[config.mk]
export PLATFORM = sky130hd
export DESIGN_NAME = fb_pmem_regs
export DESIGN_NICKNAME = d
export VERILOG_FILES = /design/src/verilog/fb_pmem_pkg.sv /design/src/verilog/fb_pmem_regs.sv
export SDC_FILE = /design/constraint.sdc
export NUM_CORES = 1
export LEC_CHECK = 0
export BUFFER_PORTS_ARGS = -buffer_cell sky130_fd_sc_hd__buf_2
export CORE_MARGIN = 4
export CORE_UTILIZATION = 52
export CTS_BUF_LIST = sky130_fd_sc_hd__clkbuf_8
export CTS_CLUSTER_SIZE = 16
export DETAILED_ROUTE_END_ITERATION = 8
export GPL_TIMING_DRIVEN = 1
export HOLD_SLACK_MARGIN = 0.02
export PLACE_DENSITY = 0.82
export SLEW_MARGIN = 0
export SYNTH_ARGS = -nofsm -noshare
export SYNTH_HDL_FRONTEND = slang
export SYNTH_SLANG_ARGS = --single-unit
[constraint.sdc]
create_clock -name i_clk -period 1.6 [get_ports i_clk]
set_clock_uncertainty 0.1 [all_clocks]
set_input_delay 0 -clock i_clk [delete_from_list [all_inputs] [get_ports i_clk]]
set_output_delay 0 -clock i_clk [all_outputs]
set_load 0.1 [all_outputs]
[src/verilog/fb_pmem_pkg.sv]
// constants for the feedback, output power and phase memory limit registers
package fb_pmem_pkg;
   // register offsets on the host port
   localparam logic [6:0] FB_CTRL_OFFSET    = 7'h45;
   localparam logic [6:0] OUT_POWER_OFFSET  = 7'h46;
   localparam logic [6:0] PMEM_IN0_OFFSET   = 7'h47;
   localparam logic [6:0] PMEM_IN1_OFFSET   = 7'h48;
   localparam logic [6:0] PMEM_IN2_OFFSET   = 7'h49;
   // reset values
   localparam logic [7:0] FB_CTRL_RESET     = 8'h00;
   localparam logic [7:0] OUT_POWER_RESET   = 8'hff;
   localparam logic [7:0] PMEM_RESET        = 8'h0a;
   // feedback control field positions
   localparam int         LOOP_CHOICE_BIT   = 0;
   localparam int         SOURCE_LSB        = 2;
   localparam int         SOURCE_MSB        = 3;
   localparam int         GLOBAL_ON_BIT     = 7;
   // writable bits of feedback control; reserved bits stay at reset
   localparam logic [7:0] FB_CTRL_RW_MASK   = 8'h8d;
   // per-loop mode register feedback enable position
   localparam int         LOOP_FB_ON_BIT    = 5;
endpackage

[src/verilog/fb_pmem_regs.sv]
// external feedback, output power and phase memory limit register bank

module fb_pmem_regs (
   // clock and reset
   input  wire logic       i_clk,
   input  wire logic       i_rst_b,
   // register port
   input  wire logic       i_wr_en,
   input  wire logic       i_rd_en,
   input  wire logic [6:0] i_addr,
   input  wire logic [7:0] i_wdata,
   output logic      [7:0] o_rdata,
   output logic            o_rd_hit,
   // per-loop mode register bit 5, held in the neighbouring register
   input  wire logic       i_loop0_mode_fb,
   input  wire logic       i_loop1_mode_fb,
   // feedback phase path
   output logic            o_feedback_loop_choice,
   output logic      [1:0] o_feedback_source_choice,
   output logic            o_feedback_global_on,
   output logic            o_loop0_compensate,
   output logic            o_loop1_compensate,
   // output drivers and phase memory
   output logic      [7:0] o_diff_out_low_power,
   output logic      [7:0] o_input0_phase_memory_code,
   output logic      [7:0] o_input1_phase_memory_code,
   output logic      [7:0] o_input2_phase_memory_code
);

   logic [7:0] fb_ctrl_r,   fb_ctrl_nxt;
   logic [7:0] out_pwr_r,   out_pwr_nxt;
   logic [7:0] pmem0_r,     pmem0_nxt;
   logic [7:0] pmem1_r,     pmem1_nxt;
   logic [7:0] pmem2_r,     pmem2_nxt;
   logic [7:0] rdata_r,     rdata_nxt;
   logic       rd_hit_r,    rd_hit_nxt;
   logic       comp0_r,     comp0_nxt;
   logic       comp1_r,     comp1_nxt;

   function automatic logic hit(input logic [6:0] a, input logic [6:0] off);
      hit = (a == off);
   endfunction

   always_comb begin
      fb_ctrl_nxt = fb_ctrl_r;
      out_pwr_nxt = out_pwr_r;
      pmem0_nxt   = pmem0_r;
      pmem1_nxt   = pmem1_r;
      pmem2_nxt   = pmem2_r;
      if (i_wr_en) begin
         if (hit(i_addr, fb_pmem_pkg::FB_CTRL_OFFSET)) begin
            // reserved bits never take the written value
            fb_ctrl_nxt = (i_wdata & fb_pmem_pkg::FB_CTRL_RW_MASK) |
                          (fb_pmem_pkg::FB_CTRL_RESET &
                           ~fb_pmem_pkg::FB_CTRL_RW_MASK);
         end
         if (hit(i_addr, fb_pmem_pkg::OUT_POWER_OFFSET)) begin
            out_pwr_nxt = i_wdata;
         end
         if (hit(i_addr, fb_pmem_pkg::PMEM_IN0_OFFSET)) begin
            pmem0_nxt = i_wdata;
         end
         if (hit(i_addr, fb_pmem_pkg::PMEM_IN1_OFFSET)) begin
            pmem1_nxt = i_wdata;
         end
         if (hit(i_addr, fb_pmem_pkg::PMEM_IN2_OFFSET)) begin
            pmem2_nxt = i_wdata;
         end
      end
   end

   // read path, one cycle latency; unmapped addresses read zero
   always_comb begin
      rdata_nxt  = 8'h00;
      rd_hit_nxt = 1'b0;
      if (i_rd_en) begin
         rd_hit_nxt = 1'b1;
         case (i_addr)
            fb_pmem_pkg::FB_CTRL_OFFSET:   rdata_nxt = fb_ctrl_r;
            fb_pmem_pkg::OUT_POWER_OFFSET: rdata_nxt = out_pwr_r;
            fb_pmem_pkg::PMEM_IN0_OFFSET:  rdata_nxt = pmem0_r;
            fb_pmem_pkg::PMEM_IN1_OFFSET:  rdata_nxt = pmem1_r;
            fb_pmem_pkg::PMEM_IN2_OFFSET:  rdata_nxt = pmem2_r;
            default:                       rd_hit_nxt = 1'b0;
         endcase
      end
   end

   // compensation needs the global enable and the loop's own enable;
   // loop choice only decides who measures the phase, not who uses it
   always_comb begin
      comp0_nxt = fb_ctrl_r[fb_pmem_pkg::GLOBAL_ON_BIT] &
                  i_loop0_mode_fb;
      comp1_nxt = fb_ctrl_r[fb_pmem_pkg::GLOBAL_ON_BIT] &
                  i_loop1_mode_fb;
   end

   always_ff @(posedge i_clk or negedge i_rst_b) begin
      if (!i_rst_b) begin
         fb_ctrl_r <= fb_pmem_pkg::FB_CTRL_RESET;
         out_pwr_r <= fb_pmem_pkg::OUT_POWER_RESET;
         pmem0_r   <= fb_pmem_pkg::PMEM_RESET;
         pmem1_r   <= fb_pmem_pkg::PMEM_RESET;
         pmem2_r   <= fb_pmem_pkg::PMEM_RESET;
         rdata_r   <= 8'h00;
         rd_hit_r  <= 1'b0;
         comp0_r   <= 1'b0;
         comp1_r   <= 1'b0;
      end else begin
         fb_ctrl_r <= fb_ctrl_nxt;
         out_pwr_r <= out_pwr_nxt;
         pmem0_r   <= pmem0_nxt;
         pmem1_r   <= pmem1_nxt;
         pmem2_r   <= pmem2_nxt;
         rdata_r   <= rdata_nxt;
         rd_hit_r  <= rd_hit_nxt;
         comp0_r   <= comp0_nxt;
         comp1_r   <= comp1_nxt;
      end
   end

   assign o_rdata                    = rdata_r;
   assign o_rd_hit                   = rd_hit_r;
   assign o_feedback_loop_choice     =
      fb_ctrl_r[fb_pmem_pkg::LOOP_CHOICE_BIT];
   assign o_feedback_source_choice   =
      fb_ctrl_r[fb_pmem_pkg::SOURCE_MSB:fb_pmem_pkg::SOURCE_LSB];
   assign o_feedback_global_on       =
      fb_ctrl_r[fb_pmem_pkg::GLOBAL_ON_BIT];
   assign o_loop0_compensate         = comp0_r;
   assign o_loop1_compensate         = comp1_r;
   assign o_diff_out_low_power       = out_pwr_r;
   assign o_input0_phase_memory_code = pmem0_r;
   assign o_input1_phase_memory_code = pmem1_r;
   assign o_input2_phase_memory_code = pmem2_r;

   // checks
   property p_ctrl_write;
      @(posedge i_clk) disable iff (!i_rst_b)
      (i_wr_en && i_addr == fb_pmem_pkg::FB_CTRL_OFFSET) |=>
      (o_feedback_loop_choice == $past(i_wdata[0]) &&
       o_feedback_source_choice == $past(i_wdata[3:2]) &&
       o_feedback_global_on == $past(i_wdata[7]));
   endproperty
   a_ctrl_write: assert property (p_ctrl_write)
      else $error("feedback control fields not updated by write");

   property p_comp;
      @(posedge i_clk) disable iff (!i_rst_b)
      ##1 o_loop1_compensate ==
      ($past(o_feedback_global_on) && $past(i_loop1_mode_fb));
   endproperty
   a_comp: assert property (p_comp)
      else $error("loop one compensation does not follow its enables");

   property p_comp0;
      @(posedge i_clk) disable iff (!i_rst_b)
      ##1 o_loop0_compensate ==
      ($past(o_feedback_global_on) && $past(i_loop0_mode_fb));
   endproperty
   a_comp0: assert property (p_comp0)
      else $error("loop zero compensation does not follow its enables");

   property p_reserved;
      @(posedge i_clk) disable iff (!i_rst_b)
      ##1 (fb_ctrl_r[1] == 1'b0 && fb_ctrl_r[6:4] == 3'h0);
   endproperty
   a_reserved: assert property (p_reserved)
      else $error("reserved feedback control bits changed");

   // seen from the port, not the flops, so a leaky read mux shows up
   property p_ctrl_read;
      @(posedge i_clk) disable iff (!i_rst_b)
      (i_rd_en && i_addr == fb_pmem_pkg::FB_CTRL_OFFSET) |=>
      (o_rd_hit && o_rdata[1] == 1'b0 && o_rdata[6:4] == 3'h0);
   endproperty
   a_ctrl_read: assert property (p_ctrl_read)
      else $error("reserved feedback control bits read back nonzero");

   property p_pwr_hold;
      @(posedge i_clk) disable iff (!i_rst_b)
      !(i_wr_en && i_addr == fb_pmem_pkg::OUT_POWER_OFFSET) |=>
      $stable(o_diff_out_low_power);
   endproperty
   a_pwr_hold: assert property (p_pwr_hold)
      else $error("output power changed without a write");

   property p_pmem_write;
      @(posedge i_clk) disable iff (!i_rst_b)
      (i_wr_en && i_addr == fb_pmem_pkg::PMEM_IN2_OFFSET) |=>
      o_input2_phase_memory_code == $past(i_wdata);
   endproperty
   a_pmem_write: assert property (p_pmem_write)
      else $error("input two phase memory code not written");

   property p_code_hold;
      @(posedge i_clk) disable iff (!i_rst_b)
      !i_wr_en |=> ($stable(o_input0_phase_memory_code) &&
                    $stable(o_input1_phase_memory_code) &&
                    $stable(o_input2_phase_memory_code));
   endproperty
   a_code_hold: assert property (p_code_hold)
      else $error("phase memory code changed without a write");

   property p_read_back;
      @(posedge i_clk) disable iff (!i_rst_b)
      (i_rd_en && !i_wr_en && i_addr == fb_pmem_pkg::PMEM_IN0_OFFSET) |=>
      (o_rd_hit && o_rdata == o_input0_phase_memory_code);
   endproperty
   a_read_back: assert property (p_read_back)
      else $error("phase memory read returns wrong data");

   property p_comp_off;
      @(posedge i_clk) disable iff (!i_rst_b)
      !o_feedback_global_on [*2] |-> !o_loop0_compensate;
   endproperty
   a_comp_off: assert property (p_comp_off)
      else $error("loop zero compensated with feedback disabled");

   property p_unmapped;
      @(posedge i_clk) disable iff (!i_rst_b)
      (i_rd_en && i_addr == 7'h4a) |=> (!o_rd_hit && o_rdata == 8'h00);
   endproperty
   a_unmapped: assert property (p_unmapped)
      else $error("unmapped read did not return zero");

endmodule

* After elaboration in Yosys (flattened, before gate mapping)
Cells that the tools add are included.
Storage, ports and cells: memories 0, bits in registers 47, output and inout bits 47, RAM bits 0, logic and storage cells 26, bits of input ports 21, bits in latches 0, ROM bits 0
Operators by class: shifts and indexed selects 0, multipliers 0, reductions and logical operators 6, div/mod/pow operators 0, equal/unequal tests 5, $lt $le $gt $ge 0, mux-type cells 4, $add $sub $neg 0, bitwise logic cells 2
Operators by type and width (number):
- 8-bit case mux with 5 select lines | 1
- 7-bit equality test, second input constant | 5
- 2-bit AND reduction | 5
- 8-bit 2-to-1 mux | 1
- 5-bit OR reduction | 1
- 1-bit AND | 2
- 1-bit 2-to-1 mux | 2

* Longest topological paths before layout
Gate-level depths: netlist of the first run.
depth in word-level cells 4, mapped depth 6, depth with buffers taken out 4

* Worst setup path after synthesis of the first run
No wires, ideal clock.
path type reg2reg, from reg pmem1_r[0] (netlist: o_input1_phase_memory_code[0]), to reg rdata_r[0] (netlist: o_rdata[0]), library setup time 0.081 ns, stages on the path, launching flop included 5, period minus slack after synthesis 1.818 ns, arrival 1.637 ns, slack -0.218 ns, data required time 1.419 ns, path buffers 0, path through dfrtp_1 nor4bb_1 a31oi_1 o32a_1 a21oi_1
On the way: longest elaborated chain between the ends 2
Ends and longest elaborated chain:
- start, declared | line fb_pmem_regs.sv:33 | logic [7:0] pmem1_r, pmem1_nxt;
- start signal, assigned | line fb_pmem_regs.sv:103 | pmem1_r <= fb_pmem_pkg::PMEM_RESET;
- start signal, assigned | line fb_pmem_regs.sv:113 | pmem1_r <= pmem1_nxt;
- 8-bit case mux with 5 select lines | line fb_pmem_regs.sv:78 | case (i_addr)
- 8-bit 2-to-1 mux | line fb_pmem_regs.sv:76 | if (i_rd_en) begin
- named net rdata_nxt[0] | line fb_pmem_regs.sv:35 | logic [7:0] rdata_r, rdata_nxt;
- end signal, assigned | line fb_pmem_regs.sv:115 | rdata_r <= rdata_nxt;
- end, declared | line fb_pmem_regs.sv:35
The timed path passes the listed nets, and every way through them passes these cells. A chain may end at the register's enable or synchronous reset.

* Final worst setup path of the first run
from in i_addr[0], to reg pmem1_r[7] (netlist: o_input1_phase_memory_code[7])
On the way: longest elaborated chain between the ends 2
Ends and longest elaborated chain:
- start, declared | line fb_pmem_regs.sv:10 | input wire logic [6:0] i_addr,
- 7-bit equality test | line fb_pmem_regs.sv:41 | hit = (a == off);
- 2-bit AND reduction (no source line)
Every way passes these cells.

==> flow_metrics.tcl, run 1 <==
set metrics [dict create \
    drv_slew 0 \
    cp.required_ns 1.70 \
    drive_gt1_frac 0.582 \
    yosys.area.top_type "dfrtp_1" \
    dr.pass1.iters 4 \
    slowest_stage "dlygate4sd3_1" \
    core_sq_um 3740 \
    grt_max_degree 48 \
    syn_nets 175 \
    drt_iter0_drc 131 \
    period_share 0.970 \
    final_common_cell "buf_2" \
    dpl-instance-area_sq_um 2620 \
    grt_usage 0.228 \
    antenna_found_initial 0 \
    row_count 22 \
    worst_slew_pin_slew_ns 0.580 \
    max_freq_mhz 644 \
    crit_start "i_addr[0]" \
    cts_made_buffers 5 \
    cp_max_fo 13 \
    finalInstanceArea_sq_um 2880 \
    rrSetupSlack_ns 0.31 \
    slowest_delay_ns 0.53 \
    die-area_sq_um 5030 \
    viasPerCell 5.53 \
    ys_ff_latch 47 \
    grt_pass1_vias 1794 \
    clock_latency_ns 0.31 \
    hold_path.class "in2reg" \
    setup_viol 0 \
    n_antenna_cell 0 \
    timing.rr.start "o_input1_phase_memory_code[0]$_DFFE_PN0P_" \
    synth_seq_area_share 0.580 \
    hpwlAfterDp_mm 3.85 \
    place_inst 290 \
    port_buffers 67 \
    ys_warn_count 0 \
    netlist_area_sq_um 2060 \
    final_core_util 0.768 \
    outcome "completed" \
    slew_headroom 0.614 \
    end_kind "register" \
    reg2reg_depth 4 \
    cts_sinks 47 \
    synth_edf_count 0 \
    stdcell_count 311 \
    crit_type "in2reg" \
    wl_per_cell_um 18.0 \
    synth.distinct_cells 31 \
    synthToLayoutAreaGrowth_pct 39.8 \
    start_util 0.550 \
    drc 0 \
    layout_min_cycle_time_ns 1.55 \
    async_reset_ff_frac 1.00 \
    gp_congestion 0.866 \
    endpoint "o_input1_phase_memory_code[7]$_DFFE_PN0P_" \
    nNetsFinal 283 \
    peakVddDrop_mv 0.825 \
    max_cap_viol_count 0 \
    rr_endpoint "o_rdata[0]$_DFF_PN0_" \
    mostFrequentLayoutCells "buf_2, dfrtp_1, mux2_2" \
    ys_dominant_reg_cell "dfrtp_1" \
    syn_area_per_cell_sq_um 13.4 \
    wl_mm 5.59 \
    postRouteAntennaNets 0 \
    synth_top_area_frac 0.401 \
    clk_pin_slew_ns 0.09 \
    p_per_area_nw_per_um2 1110 \
    cts_buffer_depth 2 \
    tritoncts "done" \
    postCtsSetupBuffers 0 \
    synth_top_cells_by_area "dfrtp_1, dfstp_2, mux2_2" \
    io_pins 68 \
    clockRootBuffer "clkbuf_8" \
    die_w_um 70.9 \
    power_leakage_uw 0.00149 \
    cp-start-kind "input pin" \
    crit_chain "dlygate4sd3_1 -> clkbuf_4 -> or3_1 -> buf_4 -> mux2_4" \
    die_h_um 70.9 \
    num_vias 1720 \
    htreeDepth 2 \
    grt_remaining_overflow 0 \
    hold_viol_final 0 \
    netlist_instances 154 \
    grt_pass1_wl_mm 8.85 \
    arrival_ns 1.65 \
]
==> worst min-delay path by stage <==
stage / start / to / slack, ns / cells after the start
6_report: i_addr[1] / o_rdata[0]$_DFF_PN0_ / 0.06 / 4
5_1_grt: i_addr[1] / o_rdata[0]$_DFF_PN0_ / 0.06 / 4
4_1_cts: i_addr[1] / o_rdata[0]$_DFF_PN0_ / 0.04 / 4
3_5_place_dp: i_rst_b / o_input0_phase_memory_code[2]$_DFFE_PN0P_ / 0.02 / 2
3_3_place_gp: i_rst_b / o_input0_phase_memory_code[2]$_DFFE_PN0P_ / 0.01 / 2
2_1_floorplan: i_rst_b / fb_ctrl_r[0]$_DFFE_PN0P_ / -0.40 / 0
==> cell families after synthesis <==
family / share of synthesized area
buffers and inverters: 0.0207
muxes: 0.230
AOI/OAI and AO/OA: 0.0663
DFF: 0.580
and+or+nand+nor: 0.103
==> cell type report <==
type,instances,area [sq um]
clock buffer,5,68.8
clock inverter,3,47.5
fill,247,867
inverter,5,18.8
multi-input combinational,98,831
sequential,47,1190
tap,48,60.1
timing repair buffer,105,656
==> per-layer routing <==
layer	routed length [um]	up-vias	global-route usage	share of wire
li1	-	776	-	-
met1	2320	872	0.292	0.42
met2	2820	59	0.366	0.50
met3	352	13	0.0668	0.063
met4	93	0	0.0877	0.017
met5	0	-	0	0
==> worst max-delay path, delay by kind of cell <==
kind,cells,cell delay [ns]
buf+inv,3,0.93
simple gates,1,0.42
mux,1,0.30
==> registers in the layout, indices dropped and copies added, names as in the netlist <==
signal / cells
o_loop1_compensate: 1
o_input1_phase_memory_code: 8
o_loop0_compensate: 1
fb_ctrl_r: 4
o_input2_phase_memory_code: 8
o_rd_hit: 1
o_input0_phase_memory_code: 8
o_rdata: 8
o_diff_out_low_power: 8
==> cell usage after synthesis (3+ instances only) <==
master,number
a21oi_1,8
a222oi_1,4
dfrtp_1,33
dfstp_2,14
inv_1,5
mux2_2,27
mux2_4,8
mux2i_1,5
nand2_1,10
nand3b_1,3
nor2_1,6
nor3_1,3
nor3b_1,3
o21ai_0,3
o22ai_1,3
==> power by group <==
| part | internal (uW) | switching, uW | total [uW] |
|---|---|---|---|
| Combinational | 197 | 736 | 933 |
| Clock | 474 | 423 | 897 |
| Sequential | 1290 | 64.1 | 1350 |
| Total | 1960 | 1220 | 3180 |
==> per-stage QoR <==
| stage | setup WS [ns] | setup TNS [ns] | power, uW | hold WS, ns |
|---|---|---|---|---|
| finish | 0.0484 | 0 | 3180 | 0.0558 |
| global route | -0.000210 | -0.000210 | 3290 | 0.0633 |
| CTS | 0.0121 | 0 | 3200 | 0.0438 |
| detailed placement | -0.120 | -1.79 | 2280 | 0.0207 |
| global placement | -0.0713 | -0.604 | 2260 | 0.0116 |
| floorplan | 0.0238 | 0 | 2080 | -0.396 |
==> timing repair <==
action	4_1_cts	5_1_grt
resized for setup	0	3
hold buffers	13	0
endpoints found under the setup margin	0	19
hold endpoints to repair	80	0
Power figures use the tool's default switching activity.
==> inputs of run 2 (changes only) <==
--- a/config.mk
+++ b/config.mk
@@ -5,15 +5,15 @@
 export SDC_FILE = /design/constraint.sdc
 export NUM_CORES = 1
 export LEC_CHECK = 0
-export BUFFER_PORTS_ARGS = -buffer_cell sky130_fd_sc_hd__buf_2
 export CORE_MARGIN = 4
-export CORE_UTILIZATION = 52
+export CORE_UTILIZATION = 60
 export CTS_BUF_LIST = sky130_fd_sc_hd__clkbuf_8
 export CTS_CLUSTER_SIZE = 16
 export DETAILED_ROUTE_END_ITERATION = 8
+export DONT_BUFFER_PORTS = 1
 export GPL_TIMING_DRIVEN = 1
 export HOLD_SLACK_MARGIN = 0.02
-export PLACE_DENSITY = 0.82
+export PLACE_DENSITY = 0.76
 export SLEW_MARGIN = 0
 export SYNTH_ARGS = -nofsm -noshare
 export SYNTH_HDL_FRONTEND = slang
==> constraint.sdc (replaced) <==
create_clock -name i_clk -period 1.9 [get_ports i_clk]
set_clock_uncertainty 0.1 [all_clocks]
set_input_delay 0 -clock i_clk [delete_from_list [all_inputs] [get_ports i_clk]]
set_output_delay 0 -clock i_clk [all_outputs]
set_load 0.1 [all_outputs]
==> flow_metrics.tcl, run 2 (synthesis gave the netlist of run 1 again) <==
set metrics [dict create \
    outcome "completed" \
    cp_max_fo 9 \
    grt_setup_unrepaired "false" \
    n_antenna_cell 0 \
    nNetsFinal 249 \
    peakVddDrop_mv 0.836 \
    power_leakage_uw 0.00135 \
    grt_remaining_overflow 0 \
    port_buffers 0 \
    cts_buffer_depth 2 \
    htreeDepth 2 \
    grt_pass1_vias 1788 \
    die_w_um 66.6 \
    p_per_area_nw_per_um2 944 \
    core_sq_um 3340 \
    layout_min_cycle_time_ns 1.57 \
    slew_headroom 0.479 \
    start_util 0.617 \
    wl_mm 5.82 \
    place_inst 247 \
    end_kind "register" \
    dr.pass1.iters 4 \
    worst_slew_pin_slew_ns 0.780 \
    hold_path.class "in2reg" \
    num_vias 1623 \
    hpwlAfterDp_mm 3.65 \
    finalInstanceArea_sq_um 2800 \
    arrival_ns 1.69 \
    cts_sinks 47 \
    mostFrequentLayoutCells "buf_4, dfrtp_1, mux2_2" \
    cts_made_buffers 5 \
    setup_ws_ns 0.328 \
    gp_congestion 0.796 \
    grt_pass1_wl_mm 9.20 \
    clockRootBuffer "clkbuf_8" \
    max_cap_viol_count 0 \
    drv_slew 0 \
    die-area_sq_um 4430 \
    period_share 0.827 \
    drive_gt1_frac 0.476 \
    drt_iter0_drc 163 \
    postRouteAntennaNets 0 \
    cts_resized 0 \
    antenna_found_initial 0 \
    viasPerCell 5.90 \
    final_common_cell "buf_4" \
    cp-start-kind "input pin" \
    place_ws_ns 0.114 \
    fillCellCount 178 \
    clock_latency_ns 0.30 \
    hold_viol_final 0 \
    wl_per_cell_um 21.2 \
    drc 0 \
    grt_max_degree 48 \
    cp.required_ns 2.02 \
    dpl-instance-area_sq_um 2470 \
    die_h_um 66.6 \
    setup-tns-final_ns 0 \
    crit_type "in2reg" \
    max_freq_mhz 636 \
    synthToLayoutAreaGrowth_pct 36.0 \
    stdcell_count 275 \
    tritoncts "done" \
    row_count 21 \
    io_pins 68 \
    setup_viol 0 \
    clk_pin_slew_ns 0.09 \
    grt_usage 0.292 \
]
## run 2: layout make-up
cell class | instances | area (sq um) | share of cell area
multi-input cells | 98 | 822 | 0.294
well taps | 46 | 57.6 | 0.0206
clock inverters | 3 | 37.5 | 0.0134
clock buffers | 5 | 68.8 | 0.0246
repair buffers | 71 | 601 | 0.215
inverters | 5 | 18.8 | 0.00671
flip-flops and latches | 47 | 1190 | 0.426
## run 2: worst max-delay path, stage by stage
cell and delay, ns:
or4bb_1 0.58, nor3_2 0.15, buf_4 0.24, nand2_1 0.08, dlygate4sd3_1 0.56, o21ai_0 0.09
## run 2: metal layers
| layer | vias to the layer above | part of all wire | wire [um] | GRT usage |
|---|---|---|---|---|
| li1 | 711 | - | - | - |
| met1 | 801 | 0.37 | 2130 | 0.330 |
| met2 | 100 | 0.53 | 3090 | 0.510 |
| met3 | 11 | 0.082 | 479 | 0.0911 |
| met4 | 0 | 0.020 | 116 | 0.114 |
| met5 | - | 0 | 0 | 0 |
## run 2: repair_timing
item                      CTS  global route
buffers inserted            0             0
hold buffers               20             0
hold endpoints to repair   94             0
## run 2: final timing paths
check	depth (start not counted)	startpoint	end	slack (ns)
setup reg to reg	3	o_diff_out_low_power[0]$_DFFE_PN1P_	o_rdata[0]$_DFF_PN0_	0.56
hold reg to reg	2	o_input0_phase_memory_code[1]$_DFFE_PN1P_	o_rdata[1]$_DFF_PN0_	0.44
setup / recovery	6	i_addr[5]	o_diff_out_low_power[0]$_DFFE_PN1P_	0.33
max in group asynchronous	2	i_rst_b	o_input1_phase_memory_code[3]$_DFFE_PN1P_	1.32
hold / removal	4	i_addr[4]	o_rdata[2]$_DFF_PN0_	0.03
min in group asynchronous	2	i_rst_b	o_rdata[7]$_DFF_PN0_	0.10
## run 2: through the flow
stage / hold WS (ns) / util / total power (uW)
after detailed placement: -0.394 / 0.742 / 1880
after global placement: -0.394 / 0.742 / 1870
after floorplan: -0.396 / - / 1750
after global routing: 0.0418 / 0.839 / 2750
after CTS: 0.0246 / 0.839 / 2650
final: 0.0321 / 0.839 / 2640
## run 2: power by group
group,internal [uW],switching [uW],total [uW],leakage [uW]
registers,1090,52.9,1140,0.000598
logic,188,614,803,0.000695
clock network,383,317,700,0.0000607
